[src/verilog/rff_map.svh]
// register offsets, field positions, reset values and timing counts for the receive filter
`ifndef RFF_MAP_SVH
`define RFF_MAP_SVH
`define RFF_ADDR_W            8
`define RFF_OFS_RX_CTRL       8'h04
`define RFF_OFS_TXQ_FREE      8'h08
`define RFF_OFS_STATION_LO    8'h10
`define RFF_OFS_STATION_MID   8'h12
`define RFF_OFS_STATION_HI    8'h14
`define RFF_OFS_HASH_0        8'h18
`define RFF_OFS_HASH_1        8'h1A
`define RFF_OFS_HASH_2        8'h1C
`define RFF_OFS_HASH_3        8'h1E
`define RFF_OFS_TXQ_CMD       8'h20
`define RFF_OFS_LINK_CFG      8'h22
`define RFF_OFS_RX_STAT       8'h24
`define RFF_RX_CTRL_WMASK     16'h06FD
`define RFF_BIT_PAUSE_EN      10
`define RFF_BIT_BAD_FCS_EN    9
`define RFF_BIT_BCAST_EN      7
`define RFF_BIT_MCAST_EN      6
`define RFF_BIT_STATION_EN    5
`define RFF_BIT_ANY_EN        4
`define RFF_BIT_DROP_FCS_EN   3
`define RFF_BIT_HASH_EN       2
`define RFF_BIT_RUN_EN        0
`define RFF_TXQ_TOTAL_BYTES   13'h1000
`define RFF_TXQ_CTRL_WORD     13'h0004
`define RFF_FREE_W            13
`define RFF_PAUSE_QUANTUM_BITS 512
`define RFF_BIT_TIME_NS       10
`define RFF_CLK_NS            10
`define RFF_QUANTUM_CYCLES    ((`RFF_PAUSE_QUANTUM_BITS * `RFF_BIT_TIME_NS) / `RFF_CLK_NS)
`define RFF_FCS_BYTES         4
`define RFF_FIFO_DEPTH        16
`define RFF_FIFO_WIDTH        9
`endif

[src/verilog/rff_pkg.sv]
// types shared by the receive filter modules
package rff_pkg;
  typedef enum logic [1:0] {
    RFF_RX_STOPPED,
    RFF_RX_IDLE,
    RFF_RX_FRAME,
    RFF_RX_DISCARD
  } rff_rx_state_e;
  typedef logic [15:0] rff_word_t;
endpackage

[src/verilog/rff_fifo.sv]
// parameterised flip-flop fifo with valid/ready on both sides
`timescale 1ns/1ps
module rff_fifo #(
  parameter int WIDTH = 9,
  parameter int DEPTH = 16
) (
  input  wire logic             clk_sys,
  input  wire logic             rst_b,
  input  wire logic [WIDTH-1:0] in_data,
  input  wire logic             in_valid,
  output logic                  in_ready,
  output logic [WIDTH-1:0]      out_data,
  output logic                  out_valid,
  input  wire logic             out_ready
);
  localparam int AW = $clog2(DEPTH);
  logic [WIDTH-1:0] mem_reg [DEPTH];   // storage
  logic [AW-1:0]    wr_ptr_reg;        // write index
  logic [AW-1:0]    rd_ptr_reg;        // read index
  logic [AW:0]      count_reg;         // fill level
  logic             push;
  logic             pop;

  assign in_ready  = (count_reg != DEPTH[AW:0]);
  assign out_valid = (count_reg != '0);
  assign out_data  = mem_reg[rd_ptr_reg];
  assign push      = in_valid && in_ready;
  assign pop       = out_valid && out_ready;

  // storage write, no reset needed for data
  always_ff @(posedge clk_sys) begin
    if (push) begin
      mem_reg[wr_ptr_reg] <= in_data;
    end
  end

  // pointers and level
  always_ff @(posedge clk_sys or negedge rst_b) begin
    if (!rst_b) begin
      wr_ptr_reg <= '0;
      rd_ptr_reg <= '0;
      count_reg  <= '0;
    end else begin
      if (push) begin
        wr_ptr_reg <= (wr_ptr_reg == AW'(DEPTH - 1)) ? '0 : wr_ptr_reg + 1'b1;
      end
      if (pop) begin
        rd_ptr_reg <= (rd_ptr_reg == AW'(DEPTH - 1)) ? '0 : rd_ptr_reg + 1'b1;
      end
      if (push && !pop) begin
        count_reg <= count_reg + 1'b1;
      end else if (pop && !push) begin
        count_reg <= count_reg - 1'b1;
      end
    end
  end
endmodule // rff_fifo

[src/verilog/rff_top.sv]
// receive frame filter, receive control, pause honouring and tx queue free report
// Function
// - full-duplex pause frame holds transmit until timer
// - bad fcs frames kept when enabled
// - bad fcs frames dropped when disabled
// - broadcast enable accepts all broadcasts
// - multicast enable accepts multicast including broadcast
// - unicast enable accepts station address match
// - accept-all takes every frame
// - strip enable removes fcs before storing
// - strip clear stores fcs after data
// - hash enable accepts hash-passing multicast
// - receive enable starts running state
// - clearing enable stops after current frame
// - free tx bytes in 13-bit field
// - free count includes payload and control word
//
// Added by the designer: the strobed register port.
`include "rff_map.svh"
`timescale 1ns/1ps
module rff_top
  import rff_pkg::*;
(
  input  wire logic        clk_sys,
  input  wire logic        rst_b,
  input  wire logic [7:0]  reg_addr,
  input  wire logic [15:0] reg_wdata,
  input  wire logic        reg_wr,
  input  wire logic        reg_rd,
  output logic [15:0]      reg_rdata,
  input  wire logic [7:0]  rx_data,
  input  wire logic        rx_valid,
  input  wire logic        rx_sof,
  input  wire logic        rx_eof,
  input  wire logic        rx_fcs_bad,
  input  wire logic        rx_hash_hit,
  input  wire logic        pause_rx,
  input  wire logic [15:0] pause_quanta,
  input  wire logic        tx_frame_done,
  input  wire logic [12:0] tx_frame_bytes,
  output logic [7:0]       q_data,
  output logic             q_last,
  output logic             q_valid,
  input  wire logic        q_ready,
  output logic             rx_overflow,
  output logic             tx_hold,
  output logic             rx_running
);
  rff_word_t               rx_ctrl_reg;      // receive control register
  logic [47:0]             station_reg;      // station address
  logic [63:0]             hash_reg;         // multicast hash table bits (host software use)
  logic                    full_duplex_reg;  // link duplex setting
  logic [`RFF_FREE_W-1:0]  txq_free_reg;     // free tx queue bytes
  logic [15:0]             rx_stat_reg;      // accepted/dropped counters
  rff_rx_state_e           state_reg;        // receive state
  logic                    pass_first;       // store mode: first byte taken while idle
  logic                    pass_body;        // store mode: later bytes of the frame
  logic [47:0]             dest_shift_reg;   // destination address capture
  logic [2:0]              byte_cnt_reg;     // header byte index
  logic [7:0]              hold_reg [`RFF_FCS_BYTES]; // fcs delay line
  logic [2:0]              hold_cnt_reg;     // bytes held in delay line
  logic [15:0]             pause_cnt_reg;    // pause quanta remaining
  logic [15:0]             quantum_cnt_reg;  // cycles within a quantum
  logic [8:0]              fifo_in;
  logic                    fifo_in_valid;
  logic                    fifo_in_ready;
  logic [8:0]              fifo_out;
  logic                    fifo_out_valid;
  logic                    fifo_out_ready;
  logic                    wr_hit;
  logic                    addr_done;
  logic                    is_bcast;
  logic                    is_mcast;
  logic                    station_hit;
  logic                    admit;
  logic                    strip;
  logic [47:0]             dest_full;

  assign wr_hit = reg_wr;

  // software-visible register writes
  always_ff @(posedge clk_sys or negedge rst_b) begin
    if (!rst_b) begin
      rx_ctrl_reg     <= 16'h0000;
      station_reg     <= 48'h0000_0000_0000;
      hash_reg        <= 64'h0;
      full_duplex_reg <= 1'b0;
    end else if (wr_hit) begin
      case (reg_addr)
        `RFF_OFS_RX_CTRL:     rx_ctrl_reg <= reg_wdata & `RFF_RX_CTRL_WMASK; // reserved bits stay 0
        `RFF_OFS_STATION_LO:  station_reg[15:0]  <= reg_wdata;
        `RFF_OFS_STATION_MID: station_reg[31:16] <= reg_wdata;
        `RFF_OFS_STATION_HI:  station_reg[47:32] <= reg_wdata;
        `RFF_OFS_HASH_0:      hash_reg[15:0]  <= reg_wdata;
        `RFF_OFS_HASH_1:      hash_reg[31:16] <= reg_wdata;
        `RFF_OFS_HASH_2:      hash_reg[47:32] <= reg_wdata;
        `RFF_OFS_HASH_3:      hash_reg[63:48] <= reg_wdata;
        `RFF_OFS_LINK_CFG:    full_duplex_reg <= reg_wdata[0];
        default: ;            // unmapped or read-only: ignored
      endcase
    end
  end

  // read data, valid only in the cycle after the strobe
  always_ff @(posedge clk_sys or negedge rst_b) begin
    if (!rst_b) begin
      reg_rdata <= 16'h0000;
    end else if (reg_rd) begin
      case (reg_addr)
        `RFF_OFS_RX_CTRL:     reg_rdata <= rx_ctrl_reg;
        `RFF_OFS_TXQ_FREE:    reg_rdata <= {3'b000, txq_free_reg};
        `RFF_OFS_STATION_LO:  reg_rdata <= station_reg[15:0];
        `RFF_OFS_STATION_MID: reg_rdata <= station_reg[31:16];
        `RFF_OFS_STATION_HI:  reg_rdata <= station_reg[47:32];
        `RFF_OFS_HASH_0:      reg_rdata <= hash_reg[15:0];
        `RFF_OFS_HASH_1:      reg_rdata <= hash_reg[31:16];
        `RFF_OFS_HASH_2:      reg_rdata <= hash_reg[47:32];
        `RFF_OFS_HASH_3:      reg_rdata <= hash_reg[63:48];
        `RFF_OFS_LINK_CFG:    reg_rdata <= {15'h0000, full_duplex_reg};
        `RFF_OFS_RX_STAT:     reg_rdata <= rx_stat_reg;
        default:              reg_rdata <= 16'h0000; // unmapped reads zero
      endcase
    end else begin
      reg_rdata <= 16'h0000;
    end
  end

  // tx queue free bytes: writing a frame length to the command offset reserves
  // payload plus control word; completion returns the same amount
  always_ff @(posedge clk_sys or negedge rst_b) begin
    if (!rst_b) begin
      txq_free_reg <= `RFF_TXQ_TOTAL_BYTES;
    end else begin
      case ({wr_hit && reg_addr == `RFF_OFS_TXQ_CMD, tx_frame_done})
        2'b10:   txq_free_reg <= txq_free_reg - reg_wdata[12:0] - `RFF_TXQ_CTRL_WORD;
        2'b01:   txq_free_reg <= txq_free_reg + tx_frame_bytes + `RFF_TXQ_CTRL_WORD;
        // reserve and release in one cycle: the two control words cancel
        2'b11:   txq_free_reg <= txq_free_reg - reg_wdata[12:0] + tx_frame_bytes;
        default: txq_free_reg <= txq_free_reg;
      endcase
    end
  end

  // address classification from the captured destination
  assign dest_full   = {dest_shift_reg[39:0], rx_data};
  assign is_bcast    = (dest_full == 48'hFFFF_FFFF_FFFF);
  assign is_mcast    = dest_full[40];          // group bit of first byte
  assign station_hit = (dest_full == station_reg) && !is_mcast;
  assign addr_done   = (state_reg == RFF_RX_FRAME) && rx_valid && (byte_cnt_reg == 3'd5);
  assign admit = rx_ctrl_reg[`RFF_BIT_ANY_EN]
               | (rx_ctrl_reg[`RFF_BIT_BCAST_EN] & is_bcast)
               | (rx_ctrl_reg[`RFF_BIT_MCAST_EN] & is_mcast)
               | (rx_ctrl_reg[`RFF_BIT_STATION_EN] & station_hit)
               | (rx_ctrl_reg[`RFF_BIT_HASH_EN] & is_mcast & rx_hash_hit);
  assign strip = rx_ctrl_reg[`RFF_BIT_DROP_FCS_EN];
  // store mode bypasses the delay line, so no byte of the fcs is lost at
  // the end of the frame and no drain phase is needed before the next one
  assign pass_first = !strip && rx_valid && rx_sof && (state_reg == RFF_RX_IDLE)
                    && rx_ctrl_reg[`RFF_BIT_RUN_EN];
  assign pass_body  = !strip && rx_valid && !rx_sof && (state_reg == RFF_RX_FRAME);

  // receive state: stop only between frames
  always_ff @(posedge clk_sys or negedge rst_b) begin
    if (!rst_b) begin
      state_reg <= RFF_RX_STOPPED;
    end else begin
      case (state_reg)
        RFF_RX_STOPPED: if (rx_ctrl_reg[`RFF_BIT_RUN_EN]) state_reg <= RFF_RX_IDLE;
        RFF_RX_IDLE: begin
          if (!rx_ctrl_reg[`RFF_BIT_RUN_EN]) begin
            state_reg <= RFF_RX_STOPPED;
          end else if (rx_valid && rx_sof) begin
            state_reg <= RFF_RX_FRAME;
          end
        end
        RFF_RX_FRAME: begin
          if (rx_valid && rx_eof) begin
            state_reg <= RFF_RX_IDLE;                 // frame finishes even if disabled
          end else if (addr_done && !admit) begin
            state_reg <= RFF_RX_DISCARD;
          end
        end
        RFF_RX_DISCARD: if (rx_valid && rx_eof) state_reg <= RFF_RX_IDLE;
        default: state_reg <= RFF_RX_STOPPED;
      endcase
    end
  end

  // destination capture and header count
  always_ff @(posedge clk_sys or negedge rst_b) begin
    if (!rst_b) begin
      dest_shift_reg <= 48'h0;
      byte_cnt_reg   <= 3'd0;
    end else if (rx_valid) begin
      if (rx_sof) begin
        dest_shift_reg <= {40'h0, rx_data};
        byte_cnt_reg   <= 3'd1;
      end else if (byte_cnt_reg != 3'd6) begin
        dest_shift_reg <= dest_full;
        byte_cnt_reg   <= byte_cnt_reg + 3'd1;
      end
    end
  end

  // fcs delay line: the last four bytes are held back so they can be stripped
  always_ff @(posedge clk_sys or negedge rst_b) begin
    if (!rst_b) begin
      hold_cnt_reg <= 3'd0;
      for (int i = 0; i < `RFF_FCS_BYTES; i++) hold_reg[i] <= 8'h00;
    end else if (rx_valid && (state_reg == RFF_RX_IDLE || state_reg == RFF_RX_FRAME)) begin
      hold_reg[0] <= rx_data;
      for (int i = 1; i < `RFF_FCS_BYTES; i++) hold_reg[i] <= hold_reg[i-1];
      if (rx_eof) begin
        hold_cnt_reg <= 3'd0;
      end else if (rx_sof) begin
        hold_cnt_reg <= 3'd1;
      end else if (hold_cnt_reg != 3'd4) begin
        hold_cnt_reg <= hold_cnt_reg + 3'd1;
      end
    end
  end

  // bytes into the fifo; unless bad-fcs keep is set, frames that fail the fcs check are cut with
  // a last marker so the consumer can discard the partial frame
  // strip mode runs four bytes behind the line so the fcs never enters;
  // store mode passes every byte straight through, fcs included
  // limitation: the filter verdict lands on the sixth byte, so the head of
  // a rejected frame may already be queued without a last marker
  always_comb begin
    fifo_in       = 9'h000;
    fifo_in_valid = 1'b0;
    if (state_reg == RFF_RX_FRAME && rx_valid && !rx_sof && rx_eof) begin
      begin
        if (rx_fcs_bad && !rx_ctrl_reg[`RFF_BIT_BAD_FCS_EN]) begin
          fifo_in       = {1'b1, 8'h00};              // mark frame as dropped
          fifo_in_valid = 1'b1;
        end else if (strip) begin
          fifo_in       = {1'b1, hold_reg[3]};        // fcs not stored
          fifo_in_valid = 1'b1;
        end else begin
          fifo_in       = {1'b1, rx_data};            // fcs follows the data
          fifo_in_valid = 1'b1;
        end
      end
    end else if (pass_first || pass_body) begin
      fifo_in       = {1'b0, rx_data};                // every byte stored
      fifo_in_valid = 1'b1;
    end else if (strip && state_reg == RFF_RX_FRAME && rx_valid && !rx_sof
                 && hold_cnt_reg == 3'd4) begin
      fifo_in       = {1'b0, hold_reg[3]};            // delayed byte
      fifo_in_valid = 1'b1;
    end
  end

  // overflow when fifo refuses a byte; acts as back-pressure report
  always_ff @(posedge clk_sys or negedge rst_b) begin
    if (!rst_b) begin
      rx_overflow <= 1'b0;
    end else begin
      rx_overflow <= fifo_in_valid && !fifo_in_ready;
    end
  end

  // accepted and dropped frame counters
  always_ff @(posedge clk_sys or negedge rst_b) begin
    if (!rst_b) begin
      rx_stat_reg <= 16'h0000;
    end else if (rx_valid && rx_eof && state_reg == RFF_RX_FRAME) begin
      rx_stat_reg[7:0] <= rx_stat_reg[7:0] + 8'h01;
    end else if (rx_valid && rx_eof && state_reg == RFF_RX_DISCARD) begin
      rx_stat_reg[15:8] <= rx_stat_reg[15:8] + 8'h01;
    end
  end

  rff_fifo #(
    .WIDTH (`RFF_FIFO_WIDTH),
    .DEPTH (`RFF_FIFO_DEPTH)
  ) u_fifo (
    .clk_sys   (clk_sys),
    .rst_b     (rst_b),
    .in_data   (fifo_in),
    .in_valid  (fifo_in_valid),
    .in_ready  (fifo_in_ready),
    .out_data  (fifo_out),
    .out_valid (fifo_out_valid),
    .out_ready (fifo_out_ready)
  );

  // output stage register; drains when the consumer is ready
  assign fifo_out_ready = !q_valid || q_ready;
  always_ff @(posedge clk_sys or negedge rst_b) begin
    if (!rst_b) begin
      q_valid <= 1'b0;
      q_data  <= 8'h00;
      q_last  <= 1'b0;
    end else if (fifo_out_ready) begin
      q_valid <= fifo_out_valid;
      q_data  <= fifo_out[7:0];
      q_last  <= fifo_out[8];
    end
  end

  // pause timer, honoured only in full duplex with pause honour enabled
  // a new pause frame reloads the count, so a zero quanta ends the hold early
  always_ff @(posedge clk_sys or negedge rst_b) begin
    if (!rst_b) begin
      pause_cnt_reg   <= 16'h0000;
      quantum_cnt_reg <= 16'h0000;
    end else if (pause_rx && full_duplex_reg && rx_ctrl_reg[`RFF_BIT_PAUSE_EN]) begin
      pause_cnt_reg   <= pause_quanta;
      quantum_cnt_reg <= 16'h0000;
    end else if (pause_cnt_reg != 16'h0000) begin
      if (quantum_cnt_reg == 16'(`RFF_QUANTUM_CYCLES - 1)) begin
        quantum_cnt_reg <= 16'h0000;
        pause_cnt_reg   <= pause_cnt_reg - 16'h0001;
      end else begin
        quantum_cnt_reg <= quantum_cnt_reg + 16'h0001;
      end
    end
  end

  // registered status outputs
  always_ff @(posedge clk_sys or negedge rst_b) begin
    if (!rst_b) begin
      tx_hold    <= 1'b0;
      rx_running <= 1'b0;
    end else begin
      tx_hold    <= (pause_cnt_reg != 16'h0000);
      rx_running <= (state_reg != RFF_RX_STOPPED);
    end
  end
endmodule // rff_top
[config.mk]
export PLATFORM = sky130hd
export DESIGN_NAME = rff_top
export DESIGN_NICKNAME = d
export VERILOG_FILES = /design/src/verilog/rff_pkg.sv /design/src/verilog/rff_fifo.sv /design/src/verilog/rff_top.sv
export VERILOG_INCLUDE_DIRS = /design/src /design/src/verilog
export SDC_FILE = /design/constraint.sdc
export NUM_CORES = 1
export LEC_CHECK = 0
export BUFFER_PORTS_ARGS = -buffer_cell sky130_fd_sc_hd__buf_2
export CAP_MARGIN = 0
export CORE_UTILIZATION = 55
export DETAILED_ROUTE_END_ITERATION = 10
export GPL_ROUTABILITY_DRIVEN = 0
export PLACE_DENSITY = 0.77
export REMOVE_ABC_BUFFERS = 1
export SLEW_MARGIN = 20
export SYNTH_ARGS = -nofsm -noshare
export SYNTH_HDL_FRONTEND = slang
export SYNTH_SLANG_ARGS = --single-unit
[constraint.sdc]
create_clock -name clk_sys -period 9.3 [get_ports clk_sys]
set_input_delay 1.86 -clock clk_sys [delete_from_list [all_inputs] [get_ports clk_sys]]
set_output_delay 1.86 -clock clk_sys [all_outputs]
set_load 0.1 [all_outputs]
### After elaboration in Yosys (flattened, before gate mapping)

Memory sizes are Yosys's and may differ from the RTL's. A register that Yosys moved wholly into a read port is not among the register bits.
Cells that the tools add are included.

* add/sub/neg operators: 15
* equal/unequal tests: 32
* mux-type cells: 37
* bitwise operators: 10
* reduce and logical (&&, ||, !) cells: 67

Operators by type and width (number)
* $pmux W16 S11: 1
* $mux W16: 7
* $mux W40: 2
* $eq A8 B5 Y1 const B: 7
* $eq A48 B48 Y1: 1
* $eq A48 B48 Y1 const B: 1
* $pmux W13 S3: 1
* $mux W8: 4
* $logic_and A1 B1 Y1: 30
* $add A13 B13 Y13: 2
* $reduce_and A2 Y1: 13
* $eq A8 B6 Y1 const B: 3
* $add A16 B1 Y16 const B: 1
* $add A8 B1 Y8 const B: 2
* $eq A16 B9 Y1 const B: 1
* $reduce_bool A16 Y1: 1
* $sub A16 B1 Y16 const B: 1
* $mux W3: 5
* $add A13 B3 Y13 const B: 1
* $sub A13 B13 Y13: 1
* $sub A13 B3 Y13 const B: 1
* $mux W2: 6
* $logic_not A1 Y1: 10
* $mux W5: 2
* other kinds (27): 57

* register bits after elaboration: 296
* RAM bits: 144
* input port bits: 73
* output and inout bits: 29
* memories kept: 1

Memories
* u_fifo.mem_reg: depth 16, bits a word 9, rd ports 1, clocked after Yosys merged registers in 1, write ports 1, line rff_fifo.sv:17 `logic [WIDTH-1:0] mem_reg [DEPTH];`

### Logic depth before layout (Yosys ltp)

Gate-level depths: netlist of run 1.

* depth in word-level cells: 13
* mapped depth: 17
* gate-level depth less buffers: 16

### Modules after synthesis

Synthesis of run 1 repeated with hierarchy kept, for this count alone.

* cells, all modules: 1794
* area, all modules: 21737.1 µm²

Modules (own cells, without submodules)
* rff_top: times used 1, cells an instance 1456, area an instance 15319.7 µm², sequential area each 7308.3 µm²
* rff_fifo: times used 1, cells an instance 338, area an instance 6417.4 µm², sequential area each 4649.5 µm²

### Worst setup path after synthesis of run 1

No wires, ideal clock.

* kind: input port to flip-flop
* start: input port reg_wdata[6]
* end: register txq_free_reg[12]
* library setup time: 0.080 ns
* arrival time: 4.842 ns
* required time: 9.220 ns
* path slack: 4.378 ns
* stages on the path: 16
* cells stage by stage: inv_1 > ha_1 > a21oi_1 > nand2_1 > o21a_1 > o31ai_1 > and2_1 > ha_1 > buf_1 > a21o_1 > a21oi_1 > o31ai_1 > a21oi_1 > xnor2_1 > xnor2_1 > a32o_1

* cells in the longest elaborated chain, start to end: 3
* elaborated cells between the ends (all ways): 4

Ends and longest elaborated chain
* start, declared: line rff_top.sv:27 `input wire logic [15:0] reg_wdata,`
* $sub A13 B13 Y13 *: line rff_top.sv:135, rff_top.sv:138
* $add A13 B13 Y13 / $sub A13 B3 Y13 (equally long branches)
* $pmux W13 S3 *: line rff_top.sv:134 `` case ({wr_hit && reg_addr == `RFF_OFS_TXQ_CMD, tx_frame_done}) ``
* end signal, assigned: line rff_top.sv:135 `` 2'b10: txq_free_reg <= txq_free_reg - reg_wdata[12:0] - `RFF_TXQ_CTRL_WORD; ``
* end signal, assigned: line rff_top.sv:136 `` 2'b01: txq_free_reg <= txq_free_reg + tx_frame_bytes + `RFF_TXQ_CTRL_WORD; ``
* end signal, assigned: line rff_top.sv:138 `2'b11: txq_free_reg <= txq_free_reg - reg_wdata[12:0] + tx_frame_bytes;`
* end, declared: line rff_top.sv:53 `` logic [`RFF_FREE_W-1:0] txq_free_reg; ``

Mark *: on every way between the ends. The rest lies on a longest branch, timed or not.
A chain may end at the register's enable or synchronous reset.

### Final worst setup path of run 1

* start: input port reg_wdata[2]
* end: register txq_free_reg[12]

Same word-level chain as after synthesis.

==> flow_summary.ini, run 1 <==
[clocking]
numCtsBuffers = 47
clock_latency_ns = 0.61
cts_resized = 0
cts_hold_buf = 0
clk_pin_slew_ns = 0.06
cts_max_level = 2
cts_setup_buffers = 0
clock_path_buffers = 3
cts_root_buffer = clkbuf_16
cts_sinks = 449
cts_tree = done

[setup_path]
worst-path-max-fanout = 9
arrival_ns = 5.46
cp-start-kind = input port
worstSetupEndpointType = register
cpLargestDelayFamily = compound AO/OA/AOI/OAI gates
cp_slowest_cell = a211oi_1
crit_path_cell_trace = buf_2 > inv_1 > ha_1 > nor2_1 > a211oi_1 > o21ai_0 > a21oi_1 > and2_1 > ha_1 > a21o_1 > a21oi_1 > o31ai_1 > a21oi_1 > xnor2_1 > xnor2_1 > a32o_1
slowest_delay_ns = 0.56
crit_required_ns = 9.83
cp_common_cell = a21oi_1
path_class = in2reg
critical_path_buf_inv_count = 2

[timing]
max_slew_margin_pct = 26.6
finalHoldViolations = 0
setup_viol = 0
fmax_mhz = 203
tns_ns = 0
skew_ns = 0.0279
rsz0062_at_grt = false
period_needed_ns = 4.93
worstMarginPinSlew_ns = 1.10
finalCritPeriodShare_pct = 53.0
report.final.slew_viol_count = 0

[global_routing]
grt_max_degree = 134
grt_pass1_vias = 15210
grt.total_usage_pct = 26.4
grt_pass1_wl_um = 83300
grt_overflow = 0
grt_antenna_before_repair = 0

[pwr]
switching_power_uw = 2280
powerDensity_nw_per_um2 = 269
comb_power_share_pct = 32.7
pwr-share-seq_pct = 38.4
irDropWorstVdd_uv = 173
sw_frac_of_total_pct = 35.0
leakage_uw = 0.00988
p_int_uw = 4230
clkPwrFrac_pct = 28.9

[logic_synthesis]
synth_edf_count = 144
synth-warning-count = 0
synthFlopType = dfrtp_1
synthTopCellsByArea = dfrtp_1 35%, edfxtp_1 20%, mux2_2 4.2%, ha_1 4.1%, nand2_1 3.9%
ys_seq_area_share_pct = 55.4
mappedNetlistArea_um2 = 21600
ys_ff_latch = 449
synthArstFlopShare_pct = 67.9
ys_top_cells_by_count = 304 x dfrtp_1, 225 x nand2_1, 144 x edfxtp_1, 144 x o21ai_0, 81 x mux2_2
synth_cell_types = 77
avgSynthCellArea_um2 = 11.7
synth_top_area_cell = dfrtp_1
synth.top_cell.area_share_pct = 35.2
syn_inst = 1839
yosysMostFrequentCell = dfrtp_1

[detailed_routing]
routed_wl_um = 52500
drt-pass1-iter-count = 8
wire_per_inst_um = 21.1
route.detailed.drc = 0
ant_nets = 0
via_per_inst = 6.22
dr.first_iter.drc_count = 1316
vias = 15468

[placement]
hpwl_um = 35800
portBuffers = 101
postPlaceCellArea_um2 = 22600

[finish]
fillers = 2970
drive_gt1_share_pct = 16.5
largest_reg_flops = 144
diodes = 0
fin_area_um2 = 24200
final_nets = 2075
multiInputGateArea_um2 = 9120
fin_util_pct = 62.6
seq_area_um2 = 12000
syn2layout_area_growth_pct = 12.1

[floorplan]
die_x_um = 200
initial_core_util_pct = 55.9
dieHeight_um = 200
core-area_um2 = 38600
die-area_um2 = 40000
ios = 102
num_rows = 72

[hold_path]
hold_class = reg2reg

[outcome]
status = finished clean

[flow_run]
max-cap-violations = 0
## worst reg2reg max path, stage by stage (launching register included)
cell,delay (ns)
dfrtp_1,0.47
ha_1,0.41
nor2_1,0.09
a211oi_1,0.54
o21ai_0,0.27
a21oi_1,0.35
and2_1,0.24
ha_1,0.33
a21o_1,0.20
a21oi_1,0.16
o31ai_1,0.10
a21oi_1,0.19
xnor2_1,0.16
xnor2_1,0.09
a32o_1,0.26
## final timing paths
kind	start	endpoint	slack (ns)	cells after the start
setup reg to reg	txq_free_reg[2]	txq_free_reg[12]	5.36	14
setup / recovery	reg_wdata[2]	txq_free_reg[12]	4.37	16
max in group asynchronous	rst_b	txq_free_reg[9]	6.72	2
hold / removal	q_data[0]	q_data[0]	0.47	2
hold reg to reg	q_data[0]	q_data[0]	0.47	2
min in group asynchronous	rst_b	hash_reg[63]	1.30	1
## placed cells by master, fill, tap and decap left out, drive strengths merged, types with 28 or more instances in the layout
cell,n
a221oi,29
xnor2,64
nor2,75
o21ai,154
nand2,226
mux2,81
edfxtp,144
clkbuf,65
buf,118
mux2i,49
nand3,30
dfrtp,304
xor2,47
a22o,55
ha,70
o221ai,28
inv,64
a21oi,45
## power groups by stage
stage	combinational, µW	sequential (µW)	clock [µW]
3_5_place_dp	2100	2530	0
4_1_cts	2120	2500	1910
6_report	2130	2500	1890
3_3_place_gp	2030	2520	0
2_1_floorplan	1490	2650	0
5_1_grt	2340	2530	1980
## per-layer routing
metal,vias to the layer above,wire (µm),part of all wire [%],global-route usage (%)
met5,-,0,0,0
met4,0,2010,3.8,12.1
met3,136,3710,7.1,3.68
met2,671,25300,48,43.4
met1,7654,21400,41,34.9
li1,7007,-,-,-
## through the flow
stage / worst slack [ns] / hold slack [ns] / instances / total power (µW)
finish: 4.37 / 0.474 / 2485 / 6520
global route: 4.05 / 0.506 / 2485 / 6850
detailed placement: 3.80 / 0.466 / 2397 / 4630
CTS: 4.44 / 0.479 / 2485 / 6530
global placement: 3.93 / 0.458 / 2397 / 4550
floorplan: 4.46 / 0.445 / 1761 / 4130
## cells by family (layout without fill, tap and decap cells)
family / Yosys count / count (layout) / share of synthesized area, %
flops: 449 / 449 / 55.4
compound gates: 425 / 425 / 13.4
xor+xnor: 111 / 111 / 4.50
buf+inv: 142 / 270 / 2.53
simple gates: 482 / 482 / 10.6
mux: 156 / 156 / 9.21
fa+ha+maj: 74 / 74 / 4.43
## cell type report
type	count	share of cell area, %
Sequential cell	449	49.4
Clock inverter	23	1.12
Inverter	64	0.993
Tap cell	518	2.68
Clock buffer	65	5.35
Timing Repair Buffer	118	2.71
Multi-Input combinational cell	1248	37.7
Note: power is estimated with default switching activity, not from simulation.
==> inputs of run 2 (changes only) <==
- PLACE_DENSITY: 0.77 -> 0.79
- clock period: 9.3 -> 4.4 ns (I/O delays scaled with it)
==> run 2 against run 1 <==
  * Sequential power rose by 110%
  * Clock power rose by 110%
  * Non-clock buffer count rose by 21
  * Sequential share of layout area fell by 0.32 points
  * Clock skew fell by 0.0047 ns
  * Global-route usage rose by 0.94 points
  * Worst hold slack got worse by 0.11 ns
  * Routed wire length rose by 2.0%
  * Core utilization rose by 0.41 points
  * First-iteration DRC count rose by 11%
  * Register-to-register slack got worse by 4.9 ns
  * Critical path type is now reg2reg
  * Critical endpoint unchanged
==> flow_summary.ini, run 2 (synthesis results as in run 1) <==
[clocking]
cts_tree = done
clock_path_buffers = 3
cts_root_buffer = clkbuf_16
cts_sinks = 449
clk_pin_slew_ns = 0.06
cts_hold_buf = 0
clock_latency_ns = 0.60
cts_setup_buffers = 0
numCtsBuffers = 46
cts_resized = 0
cts_max_level = 2

[floorplan]
ios = 102
num_rows = 72
initial_core_util_pct = 55.9
die-area_um2 = 40000
core-area_um2 = 38600
dieHeight_um = 200
die_x_um = 200

[detailed_routing]
drt-pass1-iter-count = 8
routed_wl_um = 53500
ant_nets = 0
wire_per_inst_um = 21.4
dr.first_iter.drc_count = 1467
vias = 15729
route.detailed.drc = 0
via_per_inst = 6.28

[global_routing]
grt_pass1_vias = 15932
grt_antenna_before_repair = 1
grt.total_usage_pct = 27.3
grt_overflow = 0
grt_max_degree = 114
grt_pass1_wl_um = 86900

[setup_path]
crit_required_ns = 4.90
worstSetupEndpointType = register
cp-start-kind = register
worst-path-max-fanout = 5
arrival_ns = 4.41
path_class = reg2reg
r2r_cells = 15

[outcome]
status = finished clean

[timing]
finalCritPeriodShare_pct = 88.8
tns_ns = 0
rsz0062_at_grt = false
setup_viol = 0
finalHoldViolations = 0
max_slew_margin_pct = 25.4
fmax_mhz = 256
report.final.slew_viol_count = 0
skew_ns = 0.0232
holdWs_ns = 0.363
worstMarginPinSlew_ns = 1.12
period_needed_ns = 3.91

[hold_path]
hold_class = in2async

[finish]
final_cell_mix = 303 x dfrtp_1, 225 x nand2_1, 144 x o21ai_0, 144 x edfxtp_1, 100 x buf_2
final_common_cell = dfrtp_1
drive_gt1_share_pct = 16.9
syn2layout_area_growth_pct = 12.8
final_nets = 2095
largest_reg_flops = 144

[flow_run]
max-cap-violations = 0

[placement]
hpwl_um = 36600
portBuffers = 101

[pwr]
leakage_uw = 0.00997
irDropWorstVdd_uv = 416
powerDensity_nw_per_um2 = 567
run 2: final timing paths:
kind / start / endpoint / slack, ns
worst max register to register: txq_free_reg[0] / txq_free_reg[12] / 0.49
worst max-delay path: txq_free_reg[0] / txq_free_reg[12] / 0.49
min in group clk_sys: q_last / q_last / 0.47
worst min register to register: q_last / q_last / 0.47
worst min-delay path: rst_b / reg_rdata[15] / 0.36
max in group asynchronous: rst_b / pause_cnt_reg[13] / 3.08
run 2: report_power, final:
group	internal (µW)	leakage, µW	total (µW)	switching, µW
combinational	1960	0.00417	4560	2600
sequential	4770	0.00507	5340	570
clock	2240	0.000736	3910	1670
run 2: layout make-up:
type / count / area [µm²]
Fill cell: 2875 / 14300
Sequential cell: 449 / 12000
Multi-Input combinational cell: 1248 / 9120
Clock buffer: 63 / 1270
Timing Repair Buffer: 139 / 838
Tap cell: 518 / 648
Clock inverter: 21 / 264
Inverter: 64 / 240
Antenna cell: 2 / 5.00
run 2: metal layers:
metal  global-route usage (%)  up-vias  share of wire, %
li1                         -     7043                 -
met5                        0        -                 0
met2                     44.0      694                48
met3                     4.64      164               7.4
met1                     36.8     7828                41
met4                     11.6        0               4.0
run 2: worst max-delay path: stages, from the launching register on:
cell and delay (ns):
dfrtp_1 0.43, inv_1 0.09, ha_1 0.16, inv_1 0.06
fa_1 0.43, a211oi_2 0.31, o21ai_1 0.24, a2111oi_2 0.53
nor4_4 0.12, ha_1 0.40, nand3_1 0.10, o31ai_1 0.30
a21oi_1 0.14, xnor2_1 0.15, xnor2_1 0.12, a32o_1 0.26
run 2: through the flow:
step	std cells	area (µm²)	utilization, %	power (µW)	setup slack, ns
6_report	2504	24300	63.0	13800	0.492
5_1_grt	2503	24300	63.0	14600	0.240
4_1_cts	2502	24300	63.0	13800	0.516
3_5_place_dp	2418	22800	59.0	9870	-0.0215
3_3_place_gp	2418	22800	59.0	9640	0.0871
2_1_floorplan	1761	21300	-	8740	0.541
